<file path="config.mk">
export PLATFORM = sky130hd
export DESIGN_NAME = flash_bus_mode_control
export DESIGN_NICKNAME = d
export VERILOG_FILES = /design/src/flash_host_pkg.sv /design/src/flash_bus_mode_control.sv /design/src/flash_phase_timer.sv
export SDC_FILE = /design/constraint.sdc
export NUM_CORES = 1
export LEC_CHECK = 0
export ABC_AREA = 1
export BUFFER_PORTS_ARGS = -buffer_cell sky130_fd_sc_hd__buf_4
export CORE_MARGIN = 2
export CORE_UTILIZATION = 49
export DETAILED_ROUTE_END_ITERATION = 8
export PLACE_DENSITY = 0.86
export SLEW_MARGIN = 20
export SYNTH_ARGS = -nofsm -noshare
export SYNTH_HDL_FRONTEND = slang
export SYNTH_HIERARCHICAL = 1
export SYNTH_SLANG_ARGS = --single-unit
</file>
<file path="constraint.sdc">
create_clock -name i_clk -period 4.95 [get_ports i_clk]
set_input_delay 0.99 -clock i_clk [delete_from_list [all_inputs] [get_ports i_clk]]
set_output_delay 0.99 -clock i_clk [all_outputs]
set_load 0.005 [all_outputs]
</file>
<file path="src/flash_host_pkg.sv">
// constants and types shared by the flash bus mode controller
package flash_host_pkg;

   // ==========================================================
   // widths
   localparam int ADDR_W = 20;
   localparam int DATA_W = 16;
   localparam int CNT_W = 8;

   // ==========================================================
   // clock and bus timing, in nanoseconds as specified
   localparam int CLK_PERIOD_NS = 40;
   localparam int PD_HOLD_NS = 100;
   localparam int READ_ACCESS_NS = 90;
   localparam int WE_PULSE_NS = 50;
   localparam int WAKE_TO_OUTPUT_NS = 600;
   localparam int WAKE_TO_WRITE_NS = 1000;

   // ==========================================================
   // derived cycle counts; least times round up
   localparam logic [CNT_W-1:0] PD_HOLD_CYC =
      CNT_W'((PD_HOLD_NS + CLK_PERIOD_NS - 1) / CLK_PERIOD_NS);
   localparam logic [CNT_W-1:0] READ_ACCESS_CYC =
      CNT_W'((READ_ACCESS_NS + CLK_PERIOD_NS - 1) / CLK_PERIOD_NS);
   localparam logic [CNT_W-1:0] WE_PULSE_CYC =
      CNT_W'((WE_PULSE_NS + CLK_PERIOD_NS - 1) / CLK_PERIOD_NS);
   localparam logic [CNT_W-1:0] WAKE_TO_OUTPUT_CYC =
      CNT_W'((WAKE_TO_OUTPUT_NS + CLK_PERIOD_NS - 1) / CLK_PERIOD_NS);
   localparam logic [CNT_W-1:0] WAKE_TO_WRITE_CYC =
      CNT_W'((WAKE_TO_WRITE_NS + CLK_PERIOD_NS - 1) / CLK_PERIOD_NS);

   // ==========================================================
   // reset values and counter step
   localparam logic [CNT_W-1:0] CNT_ZERO = 8'h00;
   localparam logic [CNT_W-1:0] CNT_ONE = 8'h01;
   localparam logic [ADDR_W-1:0] ADDR_ZERO = 20'h00000;
   localparam logic [DATA_W-1:0] DATA_ZERO = 16'h0000;

   // ==========================================================
   // user operations
   typedef enum logic [1:0] {
      OP_READ,
      OP_WRITE,
      OP_TWO_STEP,
      OP_SPARE
   } op_t;

endpackage

</file>
<file path="src/flash_bus_mode_control.sv">
// host-side controller that drives the flash memory bus pins
`timescale 1ns/100ps
`default_nettype none
module flash_bus_mode_control
   import flash_host_pkg::*;
(
   // clock and reset
   input wire logic i_clk,
   input wire logic i_reset,
   // user request port
   input wire logic i_req,
   input wire logic [1:0] i_op,
   input wire logic [ADDR_W-1:0] i_addr,
   input wire logic [DATA_W-1:0] i_cmd,
   input wire logic [DATA_W-1:0] i_wdata,
   input wire logic i_powerdown,
   output logic o_ready,
   output logic o_done,
   output logic [DATA_W-1:0] o_rdata,
   output logic o_flash_busy,
   // flash pins
   output logic o_ce_n,
   output logic o_oe_n,
   output logic o_we_n,
   output logic o_powerdown_reset_n,
   output logic [ADDR_W-1:0] o_addr,
   output logic [DATA_W-1:0] o_dq_out,
   output logic o_dq_oe,
   input wire logic [DATA_W-1:0] i_dq_in,
   input wire logic i_ready_busy_n,
   output logic o_vpp_enable
);

   // ==========================================================
   // state
   typedef enum logic [2:0] {
      ST_PD,
      ST_IDLE,
      ST_RD,
      ST_WR_SETUP,
      ST_WR_PULSE,
      ST_WR_HOLD,
      ST_WR_GAP
   } state_t;

   state_t state_reg, state_next;
   logic ce_reg, ce_next, oe_reg, oe_next, we_reg, we_next;
   logic pd_reg, pd_next, dq_oe_reg, dq_oe_next;
   logic vpp_reg, vpp_next, done_reg, done_next;
   logic ready_reg, ready_next, busy_reg, busy_next;
   logic two_step_reg, two_step_next, second_reg, second_next;
   logic abort_reg, abort_next;
   logic [ADDR_W-1:0] addr_reg, addr_next;
   logic [DATA_W-1:0] dq_reg, dq_next, wdata_reg, wdata_next;
   logic [DATA_W-1:0] rdata_reg, rdata_next;
   logic [CNT_W-1:0] wake_cnt_reg, wake_cnt_next;
   logic [CNT_W-1:0] tmr_count;
   logic tmr_load, tmr_zero;

   flash_phase_timer #(
      .RESET_COUNT(PD_HOLD_CYC)
   ) u_timer (
      .i_clk(i_clk),
      .i_reset(i_reset),
      .i_load(tmr_load),
      .i_count(tmr_count),
      .o_zero(tmr_zero)
   );

   // ==========================================================
   // wake interval counter, restarts while power-down is low
   always_comb begin
      wake_cnt_next = wake_cnt_reg;
      if (!pd_reg) begin
         wake_cnt_next = CNT_ZERO;
      end else if (wake_cnt_reg < WAKE_TO_WRITE_CYC) begin
         wake_cnt_next = wake_cnt_reg + CNT_ONE;
      end
   end

   always_ff @(posedge i_clk) begin
      if (i_reset) begin
         wake_cnt_reg <= CNT_ZERO;
      end else begin
         wake_cnt_reg <= wake_cnt_next;
      end
   end

   // ==========================================================
   // bus sequencer
   always_comb begin
      state_next = state_reg;
      ce_next = ce_reg;
      oe_next = oe_reg;
      we_next = we_reg;
      pd_next = pd_reg;
      dq_oe_next = dq_oe_reg;
      dq_next = dq_reg;
      vpp_next = vpp_reg;
      two_step_next = two_step_reg;
      second_next = second_reg;
      abort_next = abort_reg;
      addr_next = addr_reg;
      wdata_next = wdata_reg;
      rdata_next = rdata_reg;
      done_next = 1'b0;
      busy_next = !i_ready_busy_n;
      tmr_load = 1'b0;
      tmr_count = CNT_ZERO;
      case (state_reg)
         ST_PD: begin
            pd_next = 1'b0;
            if (tmr_zero && !i_powerdown) begin
               pd_next = 1'b1;
               state_next = ST_IDLE;
            end
         end
         ST_IDLE: begin
            if (i_powerdown) begin
               // a busy device is aborted; ready then waits the longer write interval for any request
               abort_next = !i_ready_busy_n;
               vpp_next = 1'b0;
               pd_next = 1'b0;
               tmr_load = 1'b1;
               tmr_count = PD_HOLD_CYC;
               state_next = ST_PD;
            end else if (i_req && ready_reg) begin
               addr_next = i_addr;
               wdata_next = i_wdata;
               ce_next = 1'b0;
               if (op_t'(i_op) == OP_READ) begin
                  oe_next = 1'b0;
                  tmr_load = 1'b1;
                  tmr_count = READ_ACCESS_CYC;
                  state_next = ST_RD;
               end else begin
                  two_step_next = (op_t'(i_op) == OP_TWO_STEP);
                  vpp_next = (op_t'(i_op) == OP_TWO_STEP);
                  second_next = 1'b0;
                  dq_oe_next = 1'b1;
                  dq_next = (op_t'(i_op) == OP_TWO_STEP) ? i_cmd : i_wdata;
                  state_next = ST_WR_SETUP;
               end
            end
         end
         ST_RD: begin
            if (tmr_zero) begin
               rdata_next = i_dq_in;
               ce_next = 1'b1;
               oe_next = 1'b1;
               done_next = 1'b1;
               state_next = ST_IDLE;
            end
         end
         ST_WR_SETUP: begin
            we_next = 1'b0;
            tmr_load = 1'b1;
            tmr_count = WE_PULSE_CYC;
            state_next = ST_WR_PULSE;
         end
         ST_WR_PULSE: begin
            if (tmr_zero) begin
               we_next = 1'b1;
               state_next = ST_WR_HOLD;
            end
         end
         ST_WR_HOLD: begin
            ce_next = 1'b1;
            dq_oe_next = 1'b0;
            state_next = ST_WR_GAP;
         end
         ST_WR_GAP: begin
            if (two_step_reg && !second_reg) begin
               second_next = 1'b1;
               ce_next = 1'b0;
               dq_oe_next = 1'b1;
               dq_next = wdata_reg;
               state_next = ST_WR_SETUP;
            end else begin
               done_next = 1'b1;
               state_next = ST_IDLE;
            end
         end
         default: begin
            state_next = ST_PD;
         end
      endcase
      ready_next = (state_next == ST_IDLE) && !i_powerdown && pd_next &&
         (wake_cnt_next >= (abort_next ? WAKE_TO_WRITE_CYC :
          WAKE_TO_OUTPUT_CYC));
   end

   always_ff @(posedge i_clk) begin
      if (i_reset) begin
         state_reg <= ST_PD;
         ce_reg <= 1'b1;
         oe_reg <= 1'b1;
         we_reg <= 1'b1;
         pd_reg <= 1'b0;
         dq_oe_reg <= 1'b0;
         dq_reg <= DATA_ZERO;
         vpp_reg <= 1'b0;
         two_step_reg <= 1'b0;
         second_reg <= 1'b0;
         abort_reg <= 1'b0;
         addr_reg <= ADDR_ZERO;
         wdata_reg <= DATA_ZERO;
         rdata_reg <= DATA_ZERO;
         done_reg <= 1'b0;
         ready_reg <= 1'b0;
         busy_reg <= 1'b0;
      end else begin
         state_reg <= state_next;
         ce_reg <= ce_next;
         oe_reg <= oe_next;
         we_reg <= we_next;
         pd_reg <= pd_next;
         dq_oe_reg <= dq_oe_next;
         dq_reg <= dq_next;
         vpp_reg <= vpp_next;
         two_step_reg <= two_step_next;
         second_reg <= second_next;
         abort_reg <= abort_next;
         addr_reg <= addr_next;
         wdata_reg <= wdata_next;
         rdata_reg <= rdata_next;
         done_reg <= done_next;
         ready_reg <= ready_next;
         busy_reg <= busy_next;
      end
   end

   assign o_ce_n = ce_reg;
   assign o_oe_n = oe_reg;
   assign o_we_n = we_reg;
   assign o_powerdown_reset_n = pd_reg;
   assign o_addr = addr_reg;
   assign o_dq_out = dq_reg;
   assign o_dq_oe = dq_oe_reg;
   assign o_vpp_enable = vpp_reg;
   assign o_rdata = rdata_reg;
   assign o_done = done_reg;
   assign o_ready = ready_reg;
   assign o_flash_busy = busy_reg;

   // ==========================================================
   // assertions
   a_read_strobes: assert property (@(posedge i_clk) disable iff (i_reset)
      !oe_reg |-> !ce_reg && we_reg && pd_reg)
      else $error("read strobes not in read pattern");
   a_write_oe_high: assert property (@(posedge i_clk) disable iff (i_reset)
      !we_reg |-> oe_reg && dq_oe_reg && !ce_reg)
      else $error("output enable low or data idle during write");
   a_pd_hold_time: assert property (@(posedge i_clk) disable iff (i_reset)
      $fell(pd_reg) |-> !pd_reg [*3])
      else $error("power-down released too early");
   a_wake_read: assert property (@(posedge i_clk) disable iff (i_reset)
      $fell(oe_reg) |-> wake_cnt_reg >= WAKE_TO_OUTPUT_CYC)
      else $error("read started before wake interval");
   a_abort_write: assert property (@(posedge i_clk) disable iff (i_reset)
      $fell(we_reg) && abort_reg |->
      wake_cnt_reg >= WAKE_TO_WRITE_CYC)
      else $error("write issued too soon after abort");
   a_reset_pd: assert property (@(posedge i_clk)
      i_reset |=> !pd_reg)
      else $error("power-down not low after system reset");
   a_vpp_program: assert property (@(posedge i_clk) disable iff (i_reset)
      !we_reg && two_step_reg |-> vpp_reg)
      else $error("programming supply off during two-step write");
   a_addr_stable: assert property (@(posedge i_clk) disable iff (i_reset)
      !we_reg |-> $stable(addr_reg) && $stable(dq_reg))
      else $error("address or data moved during write pulse");
   a_two_step_pair: assert property (@(posedge i_clk) disable iff (i_reset)
      $rose(we_reg) && two_step_reg && !second_reg |->
      ##[3:8] (!we_reg && second_reg && dq_reg == wdata_reg))
      else $error("second step of command pair missing");

   c_read_done: cover property (@(posedge i_clk) disable iff (i_reset)
      done_reg && two_step_reg == 1'b0 && $past(state_reg) == ST_RD);
   c_two_step_done: cover property (@(posedge i_clk) disable iff (i_reset)
      done_reg && two_step_reg && second_reg);
   c_abort: cover property (@(posedge i_clk) disable iff (i_reset)
      $fell(pd_reg) ##1 abort_reg);

endmodule
`default_nettype wire

</file>
<file path="src/flash_phase_timer.sv">
// down counter that times one bus phase
`timescale 1ns/100ps
`default_nettype none
module flash_phase_timer
   import flash_host_pkg::*;
#(
   parameter logic [CNT_W-1:0] RESET_COUNT = CNT_ZERO
) (
   // clock and reset
   input wire logic i_clk,
   input wire logic i_reset,
   // control
   input wire logic i_load,
   input wire logic [CNT_W-1:0] i_count,
   // status
   output logic o_zero
);

   logic [CNT_W-1:0] cnt_reg;
   logic [CNT_W-1:0] cnt_next;

   always_comb begin
      cnt_next = cnt_reg;
      if (i_load) begin
         cnt_next = i_count;
      end else if (cnt_reg != CNT_ZERO) begin
         cnt_next = cnt_reg - CNT_ONE;
      end
   end

   always_ff @(posedge i_clk) begin
      if (i_reset) begin
         cnt_reg <= RESET_COUNT;
      end else begin
         cnt_reg <= cnt_next;
      end
   end

   assign o_zero = (cnt_reg == CNT_ZERO);

endmodule
`default_nettype wire

</file>
==> run_results.csv <==
group,metric,value,unit
synthesis,count_of_synthesis_stage_warnings_from_yosys,6,
floorplan,core_area,8760,um^2
setup_path,criticalPathCategory,"input port to flip-flop",
placement,post-dp-hpwl,8.07,mm
power,power_density,297,nW/um^2
grt,antenna_found_initial,0,
cells_and_area,layout.area.seq,1980,um^2
grt,grt-ovfl-total,0,
synthesis,count_of_state_elements_after_synthesis,99,
synthesis,synthMostInstantiatedCell,"sky130_fd_sc_hd__nor2_1",
sta,setup_repair_after_global_routing_missed_its_margin,"false",
sta,final.period_utilization,0.488,
floorplan,fp-row-count,34,
sta,setup_tns,0,ns
grt,met2_usage,0.390,
setup_path,critical_path_peak_fanout,32,
clocking,post_cts_resize_count,0,
synthesis,synthesis.area_per_instance,7.57,um^2
placement,place_inst,807,
setup_path,worst_setup_end_kind,"flip-flop",
grt,number_of_global_route_vias_before_repair,4121,
grt,grt_max_degree,39,
floorplan,floorplan.io_pins,136,
clocking,maximum_level_of_the_cts_h_tree,3,
grt,grt.busiest_layer,"met2",
setup_path,worstPathCellList,"buf_4 -> nand2_1 -> nor2_1 -> o21ai_4 -> a21oi_4 -> nor2_1 -> a211oi_2",
cells_and_area,final_nets,791,
clocking,tritoncts.num_buffers,9,
setup_path,setup.worst_path.start_class,"input port",
placement,finalWeightedCongestion,0.816,
synthesis,yosys_most_used_dff,"sky130_fd_sc_hd__dfxtp_1",
sta,timing.final.setup_violations,0,
sta,clock_skews,0.0122,ns
clocking,post-cts-setup-buffer-count,0,
grt,met3_usage,0.0527,
routing,detail_route.wl_per_cell,13.9,um
setup_path,critical_path.max_stage_delay,0.86,ns
sta,timing.final.hold_violations,0,
grt,grt_pass1_wl,18.4,mm
sta,fmaxAchievable,414,MHz
synthesis,synth_top_cells_by_count,"sky130_fd_sc_hd__nor2_1 (145), sky130_fd_sc_hd__dfxtp_1 (99), sky130_fd_sc_hd__o21ai_0 (75)",
synthesis,synth_enable_flop_cells,0,
placement,port_buffers,135,
synthesis,synth_area_leader_cell,"sky130_fd_sc_hd__dfxtp_1",
min_path,worst_hold_path_type,"flip-flop to flip-flop",
routing,drt_first_iter_violations,230,
cells_and_area,syn2layout_area_growth,27.4,%
synthesis,netlist_instances,587,
routing,remaining_drc_errors,0,
synthesis,synth.top_cell.area_share,0.446,
setup_path,worst_ep_arrival_time,2.70,ns
cells_and_area,multiInputGateArea,2170,um^2
cells_and_area,drive_above_1_share,0.290,
grt,global_route.usage.met1,0.272,
floorplan,die_x,99.2,um
synthesis,async_reset_ff_frac,0,
routing,avgViaCountPerCell,5.25,
clocking,clk_pin_slew_worst_paths,0.10,ns
cells_and_area,layout.filler_cells,742,
sta,worstMarginPinSlew,1.12,ns
floorplan,die_height,99.2,um
clocking,clock_latency,0.37,ns
sta,final_max_slew_viol_count,0,
power,leakagePower,2.63,nW
synthesis,sequential_area_share_after_synthesis,0.446,
clocking,tritoncts,"built",
power,vdd.ir_drop.worst,149,uV
routing,routed_wire_length,11.4,mm
floorplan,die_area,9840,um^2
floorplan,initial_core_util,0.507,
clocking,ctsHoldBuffers,0,
grt,global_route.usage.total,0.228,
cells_and_area,layout.cells.non_filler,823,
synthesis,synth_area,4440,um^2
setup_path,crit_path_top_delay_cell,"sky130_fd_sc_hd__a21oi_4",
setup_path,worst_path_most_repeated_cell,"sky130_fd_sc_hd__nor2_1",
synthesis,yosysUniqueCellTypes,43,
clocking,ctsLongestPathBuffers,2,
sta,post-route-min-period,2.41,ns
routing,number_of_optimization_iterations_in_the_first_detailed_route_pass,4,
placement,placed_area,5470,um^2
clocking,cts.root.buffer_cell,"sky130_fd_sc_hd__clkbuf_8",
setup_path,worst_ep_required_time,5.24,ns
cells_and_area,largest_register_ffs,20,
sta,worst_slew_margin_rel,0.250,
routing,vias,4319,
cells_and_area,final_design_area_no_fill,5660,um^2
cells_and_area,antenna_cells_inserted,0,
clocking,clock_sink_count,99,
run_status,status,"completed",
flow_run,drv.max_cap_violation_count,0,
routing,drtAntennaViolNets,0,
synthesis,synth_top_cells_by_area,"sky130_fd_sc_hd__dfxtp_1 (45%), sky130_fd_sc_hd__nor2_1 (12%), sky130_fd_sc_hd__o21ai_0 (8.4%)",
## path summary, 6_finish.rpt
kind	from	end	slack, ns	depth (start not counted)
setup / recovery	i_req	o_dq_out[13]$_SDFFE_PP0P_	2.54	7
hold / removal	wake_cnt_reg[5]$_SDFF_PP0_	wake_cnt_reg[5]$_SDFF_PP0_	0.46	2
setup reg to reg	state_reg[2]$_SDFF_PP0_	o_dq_out[13]$_SDFFE_PP0P_	2.70	4
hold reg to reg	wake_cnt_reg[5]$_SDFF_PP0_	wake_cnt_reg[5]$_SDFF_PP0_	0.46	2
## worst max-delay path, delay by kind of cell
| family | cells | cell delay [ns] |
|---|---|---|
| buffers and inverters | 1 | 0.09 |
| AND/OR/NAND/NOR | 3 | 0.46 |
| AO/OA/AOI/OAI | 3 | 1.14 |
## power breakdown
group	leakage (nW)	total (W)	internal (W)	switching, W
sequential	0.799	0.000865	0.000833	0.0000320
combinational	1.73	0.000323	0.000142	0.000181
clock	0.0932	0.000494	0.000214	0.000279
total	2.63	0.00168	0.00119	0.000492
## final cells by class
type	instances	area share
clock buffer	12	0.0274
inverter	41	0.0283
sequential	99	0.350
timing repair buffer	137	0.182
clock inverter	4	0.00597
tap	108	0.0239
multi-input combinational	422	0.383
## metrics by stage
step | utilization | hold slack (ns) | power [W] | setup WS, ns
after global placement | 0.624 | 0.447 | 0.00119 | 2.27
after floorplan | - | 0.434 | 0.00110 | 2.78
after global routing | 0.646 | 0.492 | 0.00177 | 2.33
after detailed placement | 0.624 | 0.449 | 0.00120 | 2.18
after CTS | 0.646 | 0.466 | 0.00169 | 2.56
final | 0.646 | 0.464 | 0.00168 | 2.54
## logic make-up after synthesis
logic type,Yosys count,synth area share
XOR/XNOR,3,0.00591
flip-flops,99,0.446
AND/OR/NAND/NOR,284,0.283
AO/OA/AOI/OAI,123,0.177
other,1,0.000844
buffers and inverters,71,0.0707
adder cells (fa/ha/maj),6,0.0169
## layout by cell type, fill, tap and decap left out, types with 2 or more instances in the layout
master,netlist,routed
sky130_fd_sc_hd__inv_2,6,6
sky130_fd_sc_hd__clkinv_4,1,3
sky130_fd_sc_hd__a211oi_1,2,2
sky130_fd_sc_hd__dfxtp_1,99,99
sky130_fd_sc_hd__nor2_1,145,145
sky130_fd_sc_hd__o21ai_1,5,5
sky130_fd_sc_hd__a21oi_1,16,16
sky130_fd_sc_hd__nor4_1,2,2
sky130_fd_sc_hd__nor3_1,10,10
sky130_fd_sc_hd__buf_4,2,137
sky130_fd_sc_hd__o21ai_0,75,75
sky130_fd_sc_hd__nand4_1,5,5
sky130_fd_sc_hd__o211ai_1,3,3
sky130_fd_sc_hd__clkbuf_8,0,11
sky130_fd_sc_hd__xor2_1,2,2
sky130_fd_sc_hd__inv_1,32,32
sky130_fd_sc_hd__o211ai_2,3,3
sky130_fd_sc_hd__nand3_2,2,2
sky130_fd_sc_hd__nand3_1,28,28
sky130_fd_sc_hd__nand2_4,3,3
sky130_fd_sc_hd__ha_1,6,6
sky130_fd_sc_hd__conb_1,1,6
sky130_fd_sc_hd__nor2_4,2,2
sky130_fd_sc_hd__nand2_2,5,5
sky130_fd_sc_hd__nand2_1,64,64
sky130_fd_sc_hd__nor2_2,13,13
sky130_fd_sc_hd__a211oi_2,14,14
## metal layers
metal	wire [um]	share of wire	up-vias
met5	0	0	-
met4	227	0.020	0
met3	767	0.067	23
met2	5740	0.50	139
met1	4670	0.41	1995
li1	-	-	2162
(Power assumes the default switching activity.)
